--- src/inc/vof_consts.svh ---
// Purpose: constants of the video output formatter
// Assumes: 10-bit samples, 32-bit AHB-Lite register words
// Notes:   offsets are byte addresses within the block
`ifndef VOF_CONSTS_SVH
`define VOF_CONSTS_SVH

`define VOF_ADDR_CTRL   8'h00
`define VOF_ADDR_LINE   8'h04
`define VOF_ADDR_ACT    8'h08
`define VOF_ADDR_BURST  8'h0C
`define VOF_ADDR_VBLANK 8'h10
`define VOF_ADDR_LIMIT  8'h14
`define VOF_ADDR_AUX    8'h18
`define VOF_ADDR_STATUS 8'h1C

`define VOF_RST_CTRL    15'h0000
`define VOF_RST_LINELEN 12'h06B4
`define VOF_RST_SAV     12'h010C
`define VOF_RST_EAV     12'h06AC
`define VOF_RST_BURST   12'h0028
`define VOF_RST_VACT    10'h006
`define VOF_RST_FRAME_BLANK_N    10'h104
`define VOF_RST_LIMLO   10'h040
`define VOF_RST_LIMHI   10'h3AC
`define VOF_RST_AUX     10'h000

`define VOF_BLANK_Y     10'h040
`define VOF_BLANK_C     10'h200
`define VOF_TRS_ONES    10'h3FF
`define VOF_TRS_ZERO    10'h000
`define VOF_TRS_LEN     12'h0004
`define VOF_BURST_LEN   12'h0010
`define VOF_PAL_LINE    10'h136
`define VOF_NTSC_LINE   10'h103
`define VOF_RND_MAX     10'h3FC

`endif

--- src/inc/vof_pkg.sv ---
// Purpose: types of the video output formatter
// Assumes: 10-bit samples
// Notes:   control word layout matches the CTRL register bits
package vof_pkg;
  typedef enum logic [1:0] {VOF_FMT_RGB, VOF_FMT_YUV, VOF_FMT_YC, VOF_FMT_RSV} vof_fmt_type;
  typedef enum logic [1:0] {VOF_STD_NTSC, VOF_STD_PAL, VOF_STD_PALM, VOF_STD_RSV} vof_std_type;

  typedef struct packed {
    logic        comb3;
    vof_std_type std;
    vof_fmt_type fmt;
    logic        output_clock_select;
    logic        hr_dir;
    logic        cb_sel;
    logic        embed;
    logic        dual422;
    logic        decim;
    logic        aux_en;
    logic        round8;
    logic        msb_inv;
    logic        kill;
  } vof_ctrl_type;

  typedef struct packed {
    logic [9:0] y;
    logic [9:0] cb;
    logic [9:0] cr;
  } vof_pix_type;

  typedef struct packed {
    logic [9:0] a;
    logic [9:0] b;
    logic [9:0] c;
  } vof_bus_type;
endpackage : vof_pkg

--- src/hdl/vof_top.sv ---
// Purpose: output formatting and sync pulse timing of the video decoder
// Assumes: CLK is the double pixel rate clock; syncs and half-rate pin are asynchronous
// Notes:   registers over AHB-Lite, zero wait states, always OKAY
//
// The implementer's own choices: the register offsets and the AHB-Lite interface to the registers.
`timescale 1ns/100ps
`default_nettype none
`include "vof_consts.svh"

module vof_top (
  input  wire logic               CLK,
  input  wire logic               RST,
  input  wire logic               HSEL,
  input  wire logic [31:0]        HADDR,
  input  wire logic [1:0]         HTRANS,
  input  wire logic               HWRITE,
  input  wire logic [2:0]         HSIZE,
  input  wire logic [31:0]        HWDATA,
  input  wire logic               HREADY,
  output logic                    HREADYOUT,
  output logic                    HRESP,
  output logic [31:0]             HRDATA,
  input  wire vof_pkg::vof_pix_type PIX_IN,
  input  wire logic               HSYNC_N,
  input  wire logic               VSYNC_N,
  input  wire logic               HALF_RATE_CLOCK_PIN_IN,
  output logic                    HALF_RATE_CLOCK_PIN_OUT,
  output logic                    HALF_RATE_CLOCK_PIN_OE_N,
  output vof_pkg::vof_bus_type    OUT_BUS,
  output logic                    OUT_STROBE,
  output logic                    LINE_BLANK_N,
  output logic                    FRAME_BLANK_N,
  output logic                    MIXED_BLANK_N,
  output logic                    FIELD_FLAG,
  output logic                    FIRST_HALF_ACTIVE,
  output logic                    SECOND_HALF_ACTIVE,
  output logic                    BURST_GATE,
  output logic                    SYSTEM_PHASE_CLEAR
);
  import vof_pkg::*;

  vof_ctrl_type ctrl;
  logic [11:0]  line_len;
  logic [11:0]  sav;
  logic [11:0]  eav;
  logic [11:0]  burst_pos;
  logic [9:0]   v_act;
  logic [9:0]   v_blk;
  logic [9:0]   lim_lo;
  logic [9:0]   lim_hi;
  logic [9:0]   aux;
  logic         wr_pend;
  logic [7:0]   addr_q;
  logic [2:0]   s1, s2, s3, lvl, lvl_q;
  logic         hs_fall, vs_fall, hr_rise, hr_div, pix_en;
  logic [11:0]  hcount, bcount;
  logic [9:0]   line;
  logic         field, phase;
  logic [9:0]   iline;
  logic         hact, in_eav, in_savp, gap, fha, sha;
  logic [11:0]  mid, k_eav, k_sav, k_act, k_gap;
  logic         next_fblank_n, special;
  vof_pix_type  p;
  vof_bus_type  next_out;
  logic [9:0]   d1_word;
  logic [9:0]   xyz;

  function automatic logic [9:0] round_to_byte(input logic [9:0] v);
    logic [10:0] s;
    s = {1'b0, v} + 11'h002;
    round_to_byte = s[10] ? `VOF_RND_MAX : {s[9:2], 2'b00};
  endfunction : round_to_byte

  ////////////////////////////////////////////////////////////////////////////
  // ahb-lite slave
  assign HREADYOUT = 1'b1;
  assign HRESP     = 1'b0;

  always_ff @(posedge CLK) begin
    if (RST) begin
      wr_pend <= 1'b0;
      addr_q  <= 8'h00;
    end else if (HREADY) begin
      wr_pend <= HSEL && HTRANS[1] && HWRITE;
      addr_q  <= HADDR[7:0];
    end
  end

  always_ff @(posedge CLK) begin
    if (RST) begin
      ctrl      <= vof_ctrl_type'(`VOF_RST_CTRL);
      line_len  <= `VOF_RST_LINELEN;
      sav       <= `VOF_RST_SAV;
      eav       <= `VOF_RST_EAV;
      burst_pos <= `VOF_RST_BURST;
      v_act     <= `VOF_RST_VACT;
      v_blk     <= `VOF_RST_FRAME_BLANK_N;
      lim_lo    <= `VOF_RST_LIMLO;
      lim_hi    <= `VOF_RST_LIMHI;
      aux       <= `VOF_RST_AUX;
    end else if (wr_pend) begin
      unique case (addr_q)
        `VOF_ADDR_CTRL:   ctrl <= vof_ctrl_type'(HWDATA[14:0]);
        `VOF_ADDR_LINE:   line_len <= HWDATA[11:0];
        `VOF_ADDR_ACT: begin
          sav <= HWDATA[11:0];
          eav <= HWDATA[27:16];
        end
        `VOF_ADDR_BURST:  burst_pos <= HWDATA[11:0];
        `VOF_ADDR_VBLANK: begin
          v_act <= HWDATA[9:0];
          v_blk <= HWDATA[25:16];
        end
        `VOF_ADDR_LIMIT: begin
          lim_lo <= HWDATA[9:0];
          lim_hi <= HWDATA[25:16];
        end
        `VOF_ADDR_AUX:    aux <= HWDATA[9:0];
        default: ;
      endcase
    end
  end

  always_ff @(posedge CLK) begin
    if (RST) begin
      HRDATA <= 32'h0000_0000;
    end else if (HREADY && HSEL && HTRANS[1] && !HWRITE) begin
      unique case (HADDR[7:0])
        `VOF_ADDR_CTRL:   HRDATA <= {17'h0_0000, ctrl};
        `VOF_ADDR_LINE:   HRDATA <= {20'h0_0000, line_len};
        `VOF_ADDR_ACT:    HRDATA <= {4'h0, eav, 4'h0, sav};
        `VOF_ADDR_BURST:  HRDATA <= {20'h0_0000, burst_pos};
        `VOF_ADDR_VBLANK: HRDATA <= {6'h00, v_blk, 6'h00, v_act};
        `VOF_ADDR_LIMIT:  HRDATA <= {6'h00, lim_hi, 6'h00, lim_lo};
        `VOF_ADDR_AUX:    HRDATA <= {22'h00_0000, aux};
        `VOF_ADDR_STATUS: HRDATA <= {19'h0_0000, FIELD_FLAG, FRAME_BLANK_N, LINE_BLANK_N, iline};
        default:          HRDATA <= 32'h0000_0000;
      endcase
    end
  end

  ////////////////////////////////////////////////////////////////////////////
  // pin synchronisers: a change counts once stages two and three agree
  always_ff @(posedge CLK) begin
    if (RST) begin
      s1    <= 3'b011;
      s2    <= 3'b011;
      s3    <= 3'b011;
      lvl   <= 3'b011;
      lvl_q <= 3'b011;
    end else begin
      s1    <= {HALF_RATE_CLOCK_PIN_IN, VSYNC_N, HSYNC_N};
      s2    <= s1;
      s3    <= s2;
      lvl   <= (~(s2 ^ s3) & s3) | ((s2 ^ s3) & lvl);
      lvl_q <= lvl;
    end
  end

  assign hs_fall = lvl_q[0] && !lvl[0];
  assign vs_fall = lvl_q[1] && !lvl[1];

  ////////////////////////////////////////////////////////////////////////////
  // half-rate clock and output pacing
  always_ff @(posedge CLK) begin
    if (RST) begin
      hr_div <= 1'b0;
    end else begin
      hr_div <= !hr_div;
    end
  end

  assign HALF_RATE_CLOCK_PIN_OUT  = hr_div;
  assign HALF_RATE_CLOCK_PIN_OE_N = ctrl.hr_dir;
  assign hr_rise = ctrl.hr_dir ? (!lvl_q[2] && lvl[2]) : !hr_div;
  assign pix_en  = ctrl.output_clock_select ? hr_rise : 1'b1;

  ////////////////////////////////////////////////////////////////////////////
  // sync pulse generator
  always_ff @(posedge CLK) begin
    if (RST) begin
      hcount <= 12'h000;
      line   <= 10'h000;
      field  <= 1'b0;
    end else begin
      if (hs_fall) begin
        hcount <= 12'h000;
      end else if (pix_en) begin
        hcount <= (hcount >= line_len - 12'h001) ? 12'h000 : hcount + 12'h001;
      end
      if (vs_fall) begin
        line  <= 10'h000;
        field <= hcount >= {1'b0, line_len[11:1]};
      end else if (hs_fall) begin
        line <= line + 10'h001;
      end
    end
  end

  always_ff @(posedge CLK) begin
    if (RST) begin
      bcount <= 12'hFFF;
    end else if (hs_fall) begin
      bcount <= 12'h000;
    end else if (bcount != 12'hFFF) begin
      bcount <= bcount + 12'h001;
    end
  end

  assign iline   = line + {9'h000, ctrl.comb3};
  assign hact    = hcount >= sav && hcount < eav;
  assign in_eav  = hcount >= eav && hcount < eav + `VOF_TRS_LEN;
  assign in_savp = hcount >= sav - `VOF_TRS_LEN && hcount < sav;
  assign gap     = !hact && !in_eav && !in_savp;
  assign mid     = 12'((13'(sav) + 13'(eav)) >> 1);
  assign fha     = hact && hcount < mid;
  assign sha     = hact && hcount >= mid;
  assign next_fblank_n = !(iline < v_act || iline >= v_blk);
  assign special = (ctrl.std == VOF_STD_PAL && iline == `VOF_PAL_LINE && fha && field) ||
                   (ctrl.std != VOF_STD_PAL && iline == `VOF_NTSC_LINE && sha && !field);

  always_ff @(posedge CLK) begin
    if (RST) begin
      LINE_BLANK_N       <= 1'b0;
      FRAME_BLANK_N      <= 1'b0;
      MIXED_BLANK_N      <= 1'b0;
      FIELD_FLAG         <= 1'b0;
      FIRST_HALF_ACTIVE  <= 1'b0;
      SECOND_HALF_ACTIVE <= 1'b0;
      BURST_GATE         <= 1'b0;
    end else begin
      LINE_BLANK_N       <= hact;
      FRAME_BLANK_N      <= next_fblank_n;
      MIXED_BLANK_N      <= hact && next_fblank_n && !special;
      FIELD_FLAG         <= field;
      FIRST_HALF_ACTIVE  <= fha;
      SECOND_HALF_ACTIVE <= sha;
      BURST_GATE         <= bcount >= burst_pos && bcount < burst_pos + `VOF_BURST_LEN;
    end
  end

  assign SYSTEM_PHASE_CLEAR = !LINE_BLANK_N;

  ////////////////////////////////////////////////////////////////////////////
  // sample processing
  always_comb begin
    p = PIX_IN;
    if (ctrl.kill && (PIX_IN.y <= lim_lo || PIX_IN.y >= lim_hi)) begin
      p.cb = 10'h000;
      p.cr = 10'h000;
    end
    if (ctrl.round8) begin
      p.y  = round_to_byte(p.y);
      p.cb = round_to_byte(p.cb);
      p.cr = round_to_byte(p.cr);
    end
    if (ctrl.fmt == VOF_FMT_YC) begin
      p.cr = 10'h000;
    end
    if (ctrl.aux_en && !hact) begin
      p.y = aux;
    end
    if (ctrl.msb_inv) begin
      p.cb[9] = !p.cb[9];
      p.cr[9] = !p.cr[9];
    end
  end

  // chroma phase restarts at each active line start
  always_ff @(posedge CLK) begin
    if (RST) begin
      phase <= 1'b0;
    end else if (pix_en) begin
      phase <= (hcount == sav - 12'h001) ? ctrl.cb_sel : !phase;
    end
  end

  ////////////////////////////////////////////////////////////////////////////
  // embedded D1 stream
  assign k_eav = hcount - eav;
  assign k_sav = hcount - (sav - `VOF_TRS_LEN);
  assign k_act = hcount - sav;
  assign k_gap = hcount - (eav + `VOF_TRS_LEN);
  assign xyz   = {1'b1, field, !next_fblank_n, in_eav, !next_fblank_n ^ in_eav,
                  field ^ in_eav, field ^ !next_fblank_n, field ^ !next_fblank_n ^ in_eav, 2'b00};

  always_comb begin
    d1_word = `VOF_TRS_ZERO;
    if (in_eav || in_savp) begin
      unique case (in_eav ? k_eav[1:0] : k_sav[1:0])
        2'd0:    d1_word = `VOF_TRS_ONES;
        2'd3:    d1_word = xyz;
        default: d1_word = `VOF_TRS_ZERO;
      endcase
    end else if (gap) begin
      d1_word = k_gap[0] ? `VOF_BLANK_Y : `VOF_BLANK_C;
    end else begin
      unique case (k_act[1:0])
        2'd0:    d1_word = p.cb;
        2'd2:    d1_word = p.cr;
        default: d1_word = p.y;
      endcase
    end
  end

  ////////////////////////////////////////////////////////////////////////////
  // output bus selection
  always_comb begin
    next_out = {p.y, p.cb, p.cr};
    if (ctrl.decim && ctrl.embed) begin
      next_out.b = phase ? p.cr : p.cb;
      next_out.c = d1_word;
    end else if (ctrl.decim && ctrl.dual422) begin
      if (gap) begin
        next_out = {`VOF_BLANK_Y, `VOF_BLANK_C, 10'h000};
      end else begin
        next_out = {p.y, phase ? p.cr : p.cb, 10'h000};
      end
    end
  end

  always_ff @(posedge CLK) begin
    if (RST) begin
      OUT_BUS    <= '0;
      OUT_STROBE <= 1'b0;
    end else begin
      OUT_STROBE <= pix_en;
      if (pix_en) begin
        OUT_BUS <= next_out;
      end
    end
  end

  ////////////////////////////////////////////////////////////////////////////
  // checks
  a_kill_chroma: assert property (@(posedge CLK) disable iff (RST)
    (pix_en && ctrl.kill && !ctrl.decim && !ctrl.msb_inv && PIX_IN.y >= lim_hi)
    |=> (OUT_BUS.b == 10'h000 && OUT_BUS.c == 10'h000))
    else $error("chroma not killed at luma limit");

  a_msb_flip: assert property (@(posedge CLK) disable iff (RST)
    (pix_en && ctrl.msb_inv && !ctrl.kill && !ctrl.round8 && !ctrl.decim)
    |=> OUT_BUS.b[9] == !$past(PIX_IN.cb[9]))
    else $error("chroma msb not inverted");

  a_round_byte: assert property (@(posedge CLK) disable iff (RST)
    (pix_en && ctrl.round8 && !ctrl.decim && !ctrl.msb_inv) |=> OUT_BUS.a[1:0] == 2'b00)
    else $error("luma not rounded to 8 bits");

  a_yc_zero: assert property (@(posedge CLK) disable iff (RST)
    (pix_en && ctrl.fmt == VOF_FMT_YC && !ctrl.msb_inv && !ctrl.decim) |=> OUT_BUS.c == 10'h000)
    else $error("bus c not zero in YC format");

  a_dual_blank: assert property (@(posedge CLK) disable iff (RST)
    (pix_en && ctrl.decim && ctrl.dual422 && !ctrl.embed && gap)
    |=> (OUT_BUS.a == `VOF_BLANK_Y && OUT_BUS.b == `VOF_BLANK_C))
    else $error("blanking codes wrong on dual bus");

  a_trs_preamble: assert property (@(posedge CLK) disable iff (RST)
    (ctrl.decim && ctrl.embed && !ctrl.output_clock_select && !hs_fall && hcount == eav)
    |=> OUT_BUS.c == `VOF_TRS_ONES ##1 OUT_BUS.c == `VOF_TRS_ZERO ##1 OUT_BUS.c == `VOF_TRS_ZERO)
    else $error("EAV preamble wrong");

  a_gap_first: assert property (@(posedge CLK) disable iff (RST)
    (pix_en && ctrl.decim && ctrl.embed && gap && k_gap == 12'h000) |=> OUT_BUS.c == `VOF_BLANK_C)
    else $error("gap does not start with 512");

  a_burst_len: assert property (@(posedge CLK) disable iff (RST)
    ($rose(BURST_GATE) && !hs_fall) |-> (BURST_GATE && !hs_fall)[*8] ##1 BURST_GATE[*8] ##1 !BURST_GATE)
    else $error("burst gate not 16 clocks");

  a_mixed_blank: assert property (@(posedge CLK) disable iff (RST)
    (!LINE_BLANK_N || !FRAME_BLANK_N) |-> !MIXED_BLANK_N)
    else $error("mixed blank missed a blanking period");

  a_half_active: assert property (@(posedge CLK) disable iff (RST)
    SECOND_HALF_ACTIVE |-> (LINE_BLANK_N && !FIRST_HALF_ACTIVE))
    else $error("second half active outside active line");

  a_phase_clear: assert property (@(posedge CLK) disable iff (RST)
    !hact |=> SYSTEM_PHASE_CLEAR)
    else $error("phase offset not cleared in blanking");

endmodule : vof_top
`default_nettype wire

--- config.mk ---
export PLATFORM = sky130hd
export DESIGN_NAME = vof_top
export DESIGN_NICKNAME = d
export VERILOG_FILES = /design/src/inc/vof_pkg.sv /design/src/hdl/vof_top.sv
export VERILOG_INCLUDE_DIRS = /design/src /design/src/inc
export SDC_FILE = /design/constraint.sdc
export NUM_CORES = 1
export LEC_CHECK = 0
export BUFFER_PORTS_ARGS = -buffer_cell sky130_fd_sc_hd__buf_4
export CAP_MARGIN = 20
export CORE_ASPECT_RATIO = 1.1
export CORE_MARGIN = 5
export CORE_UTILIZATION = 54
export CTS_CLUSTER_SIZE = 16
export DETAILED_ROUTE_END_ITERATION = 10
export GPL_TIMING_DRIVEN = 0
export PLACE_DENSITY = 0.78
export SLEW_MARGIN = 30
export SYNTH_ARGS = -nofsm -noshare
export SYNTH_HDL_FRONTEND = slang
export SYNTH_SLANG_ARGS = --single-unit
--- constraint.sdc ---
create_clock -name CLK -period 3.5 [get_ports CLK]
set_input_delay 0.525 -clock CLK [delete_from_list [all_inputs] [get_ports CLK]]
set_output_delay 0.525 -clock CLK [all_outputs]
set_load 0.05 [all_outputs]
### Word-level counts from Yosys, hierarchy flattened

Index checks and enable logic that the tools add are counted.

* register bits after elaboration: 244
* input port bits: 107
* output and inout port bits: 75
* logic and storage cells: 199

* add/subtract/negate cells: 17
* magnitude comparators: 16
* eq/ne operators: 22
* multiplexer cells: 27
* bitwise logic cells: 9
* reduce and logical (&&, ||, !) cells: 61

Operators with widths (number)
* one-hot mux 28 bit (8 select lines): 1
* two-way mux 10 bit: 10
* two-way mux 30 bit: 3
* greater-or-equal comparator 12 bit: 6
* < comparator 12 bit: 5
* equality test 8 x 5 -> 1 bit (second input constant): 7
* two-way mux 20 bit: 2
* one-hot mux 10 bit (2 select lines): 2
* two-way mux 12 bit: 3
* adder 10 x 2 -> 11 bit (second input constant): 3
* equality test 8 x 4 -> 1 bit (second input constant): 4
* logical AND 1 bit: 28
* adder 12 x 1 -> 12 bit (second input constant): 2
* subtractor 12 x 1 -> 12 bit (second input constant): 2
* equality test 10 x 9 -> 1 bit (second input constant): 2
* greater-or-equal comparator 10 bit: 2
* equality test 8 x 3 -> 1 bit (second input constant): 2
* logical NOT 8 bit: 2
* logical NOT 1 bit: 15
* AND reduction 2 bit: 7
* adder 12 x 12 -> 13 bit: 1
* adder 12 x 3 -> 12 bit (second input constant): 1
* adder 12 x 5 -> 12 bit (second input constant): 1
* equality test 12 bit: 1
* other kinds (23): 40

### Logic depth before layout (Yosys ltp)

* word-level depth: 14
* mapped depth: 20
* mapped depth without buffers: 19

### Least setup slack after synthesis

Ideal clock, no wire load.

* kind: flip-flop to flip-flop
* start point: reg eav[4]
* end point: reg OUT_BUS[5] (netlist name)
* setup time: 88 ps
* data arrival time: 3727 ps
* data required time: 3412 ps
* slack: -315 ps
* stages on the path, launching flop included: 19
* buffers on the path: 0
* period minus slack after synthesis: 3815 ps
* cells stage by stage: dfxtp_1 -> inv_1 -> nor3_1 -> and3_1 -> nand3_1 -> xnor2_1 -> ha_1 -> a211oi_1 -> a21oi_1 -> a211oi_1 -> o21ai_2 -> or2_2 -> mux2_2 -> inv_1 -> ha_1 -> nor2_1 -> nand2_1 -> o22a_1 -> a311oi_2

* cells in the longest elaborated chain, start to end: 9
* elaborated cells between the ends (all ways): 22
* those cells by class: 1 x add/sub; 3 x order compare; 1 x eq/ne; 7 x mux; 1 x bitwise; 9 x reduce/logical

RTL lines
* from (decl): RTL line vof_top.sv:45 `logic [11:0] eav;`
* from (signal assigned): RTL line vof_top.sv:94 `` eav <= `VOF_RST_EAV; ``
* from (signal assigned): RTL line vof_top.sv:107 `eav <= HWDATA[27:16];`
* parallel branches: the longest is 7 deep, another holds adder 12 x 3 -> 12 bit
* two-way mux 10 bit (*): RTL line vof_top.sv:289 `if (in_eav || in_savp) begin`
* two-way mux 20 bit (*): RTL line vof_top.sv:310 `if (ctrl.decim && ctrl.embed) begin`
* to (signal assigned): RTL line vof_top.sv:329 `OUT_BUS <= next_out;`
* to (decl): RTL line vof_top.sv:29 `output vof_pkg::vof_bus_type OUT_BUS,`

Mark *: on every way between the ends.
A chain may end at the register's enable or synchronous reset.

### Worst setup path in the final report

* start point: reg sav[1]
* end point: reg MIXED_BLANK_N

* cells in the longest elaborated chain, start to end: 8
* elaborated cells between the ends (all ways): 15
* those cells by class: 1 x add/sub; 3 x order compare; 11 x reduce/logical

RTL lines
* from (decl): RTL line vof_top.sv:44 `logic [11:0] sav;`
* from (signal assigned): RTL line vof_top.sv:93 `` sav <= `VOF_RST_SAV; ``
* from (signal assigned): RTL line vof_top.sv:106 `sav <= HWDATA[11:0];`
* adder 12 x 12 -> 13 bit or greater-or-equal comparator 12 bit (tied branches): RTL line vof_top.sv:215, vof_top.sv:211
* < comparator 12 bit (tied with other cells): RTL line vof_top.sv:216 `assign fha = hact && hcount < mid;`
* logical AND 1 bit, on equally long branches: RTL line vof_top.sv:216, vof_top.sv:217
* logical AND 1 bit, on equally long branches (2 in series): RTL line vof_top.sv:219, vof_top.sv:220
* logical OR 1 bit: RTL line vof_top.sv:219 `` assign special = (ctrl.std == VOF_STD_PAL && iline == `VOF_PAL_LINE && fha && field) || ``
* logical NOT 1 bit: RTL line vof_top.sv:234 `MIXED_BLANK_N <= hact && next_fblank_n && !special;`
* logical AND 1 bit (*): RTL line vof_top.sv:234
* to (signal assigned): RTL line vof_top.sv:234
* to (decl): RTL line vof_top.sv:33 `output logic MIXED_BLANK_N,`

Every way passes the cells marked *; elsewhere a longest branch is shown, timed or not.

==> results.toml <==
[run_status]
outcome = "complete, but fails checks"
violations = "setup timing"

[timing]
tightest_slew_ps = 1100
period_minus_slack_ps = 3890
setup_ws_ps = -389
setup_viol = 30
fmax_mhz = 257
hold_viol = 0
rsz0062_at_grt = "yes"
setup_tns_ps = -4490
timing.final.crit_share_pct = 111
timing.hold.ws_ps = 162
slew_viol_final = 0
relSlewSlack_pct = 26.4
finalClockSkew_ps = 17.6

[clocking]
clk_pin_slew_ps = 60
clkLatencyLatePin_ps = 550
htreeDepth = 1
cts_tree = "done"
cts_max_path_buffers = 3
root_buffer = "clkbuf_16"
clkSinkCount = 239
numCtsBuffers = 27

[routing]
wl_um = 58600
vias_per_cell = 6.30
ant_nets = 0
route.detailed.drc = 0
wl_per_cell_um = 22.6
vias = 16365
first_iter_violations = 1850
dr.pass1.iters = 6

[floorplan]
die_w_um = 172
row_count = 65
die_area_um2 = 32400
initial_utilization_pct = 54.6
die_y_um = 188
io_pins = 182
core_area_um2 = 28600

[yosys]
synth_top_area_share_pct = 30.6
synth_ff_type = "dfxtp_1"
ys_ff_latch = 239
yosysMostFrequentCell = "dfxtp_1"
yosysWarningCount = 0
yosys.area.top_type = "dfxtp_1"
synth_cell_types = 85
synth_area_um2 = 15600
yosys-top-cells-area = "dfxtp_1, ha_1, nand2_1"
yosys-top-cells-count = "dfxtp_1, nand2_1, nor2_1"
syn_inst = 1947
ys_seq_area_share_pct = 30.6
synth_edf_count = 0
syn_avg_cell_area_um2 = 8.03
async_flop_share_pct = 0

[grt]
grt_antenna_before_repair = 0
grt_pass1_wl_um = 86200
gr-total-overflow = 0
grt_start_max_net_pins = 14
grt_use_total_pct = 33.7
grt_pass1_vias = 15334

[finish]
antennaDiodeCount = 0
multi_input_comb_area_um2 = 11100
nNetsFinal = 2486
utilization_pct = 69.8
n_fill_cell = 2243
post_route_cells_drive_above_1_share_pct = 23.2
regArea_um2 = 4840
syn2layout_area_growth_pct = 28.0

[worst_setup_path]
cp-start-kind = "register"
reg2reg_from = "sav[1]$_SDFFE_PP0P_"
critPathLaunch = "sav[1]$_SDFFE_PP0P_"
worst_r2r_endpoint = "MIXED_BLANK_N$_SDFF_PP0_"
path_buf_inv = 0
arrival_ps = 4330
cp-end-kind = "register"
cp.required_ps = 3940
crit_type = "register to register"
crit_path_cell_trace = "ha_4, a31o_4, a21oi_4, o21bai_2, a21oi_2, o21ai_2, or4_4, a31o_4, a21oi_2, xor2_1, ha_1, nand4_1, nor2_2, a221oi_2, nand2_2, a31oi_4, o22ai_2, a311oi_2"
r2r_setup_slack_ps = -390
crit_path_top_delay_cell = "or4_4"
critPathMaxFanout = 4
max_stage_delay_ps = 440
crit_family = "compound AO/OA/AOI/OAI gates"
worst_r2r_path_depth = 18

[hold_path]
hold_path.class = "input pin to register"
worstHoldEndpoint = "s1[1]$_SDFF_PP1_"
worstHoldPathCells = 2
holdCritStartpoint = "VSYNC_N"

[placement]
dp_hpwl_um = 42600
dp_worst_setup_slack_ps = -1110
portBuffers = 140
gp_congestion = 1.02

[run]
cap_violations = 0

[power_and_ir_drop]
power_density_nw_per_um2 = 346
ir_drop_mv = 0.489
power.leakage_nw = 8.69
## per-stage QoR
stage | cells | area [µm²] | power [mW]
after global placement | 2460 | 17200 | 4.00
after global routing | 2599 | 20000 | 7.16
after floorplan | 1952 | 15700 | 3.68
final | 2599 | 20000 | 6.91
after CTS | 2566 | 19100 | 6.86
after detailed placement | 2460 | 17200 | 4.04
## layout by cell type (no fill, tap or decap), types with 9 or more instances in the layout
cell type and n:
dfxtp_1 208, clkbuf_1 84, a211oi_1 12, a22o_1 10, inv_1 105, a211oi_2 11
nand2b_1 20, o21ai_0 40, a22oi_2 11, o21bai_1 13, a21o_1 16, buf_4 224
nor2_1 183, ha_1 145, buf_6 16, nand2_1 229, clkbuf_16 29, a222oi_1 16
ha_4 13, a21oi_1 141, o21ai_1 15, and2_1 9, nor3_1 21, a31oi_1 15
a21oi_2 9, xnor2_1 63, a221oi_1 12, or2_2 12, xor2_1 33, mux2i_1 55
nand4_1 43, nand3b_1 30, and3_1 16, a22oi_1 18, dfxtp_2 23, nand3_1 58
nor2b_1 15
## cell families (layout without fill, tap and decap cells)
group	Yosys count	after routing	share of synthesized area [%]
adder cells (fa/ha/maj)	168	168	13.6
XOR/XNOR	103	103	5.77
AO/OA/AOI/OAI	441	441	18.9
buffers and inverters	218	497	5.51
flip-flops	239	239	30.6
AND/OR/NAND/NOR	715	715	21.6
multiplexers	61	61	3.95
other	2	7	0.0481
## cell type report
type | instances | area share [%]
buffer | 98 | 2.26
clock inverter | 10 | 0.488
tap | 368 | 2.30
clock buffer | 39 | 3.90
inverter | 117 | 2.31
multi-input combinational | 1495 | 55.3
timing repair buffer | 233 | 9.22
sequential | 239 | 24.2
## worst max path at each step
stage,end,cells after the start
after floorplan,MIXED_BLANK_N$_SDFF_PP0_,18
after global placement,MIXED_BLANK_N$_SDFF_PP0_,18
after detailed placement,MIXED_BLANK_N$_SDFF_PP0_,18
after CTS,MIXED_BLANK_N$_SDFF_PP0_,18
after global routing,MIXED_BLANK_N$_SDFF_PP0_,18
final,MIXED_BLANK_N$_SDFF_PP0_,18
## state kept, by name, indices dropped and copies added, names as in the netlist, 3 cells and up, named ones only
signal / flops
v_blk: 10
lvl_q: 3
lim_lo: 10
line: 10
eav: 12
HRDATA: 27
sav: 12
v_act: 10
lim_hi: 10
ctrl: 14
addr_q: 8
s2: 3
aux: 10
line_len: 12
s1: 3
OUT_BUS: 30
burst_pos: 12
bcount: 12
hcount: 12
s3: 3
## power by group
group	switching [mW]	internal [mW]	total (mW)
sequential	0.116	2.81	2.92
clock	1.20	1.63	2.83
combinational	0.680	0.476	1.16
total	2.00	4.91	6.91
## repair_timing
item / in CTS / in global routing
gates resized for setup: 142 / 124
pin swaps: 64 / 92
hold buffers: 0 / 0
gates cloned: 0 / 1
buffers inserted: 60 / 34
endpoints found under the setup margin: 33 / 33
## per-layer routing
| metal | track usage [%] | wire (µm) | vias up | part of all wire (%) |
|---|---|---|---|---|
| met5 | 0 | 0 | - | 0 |
| li1 | - | - | 7457 | - |
| met2 | 55.9 | 27400 | 884 | 47 |
| met1 | 43.4 | 22100 | 7769 | 38 |
| met4 | 14.8 | 3450 | 0 | 5.9 |
| met3 | 4.72 | 5660 | 255 | 9.7 |
Note: power is estimated with default switching activity, not from simulation.
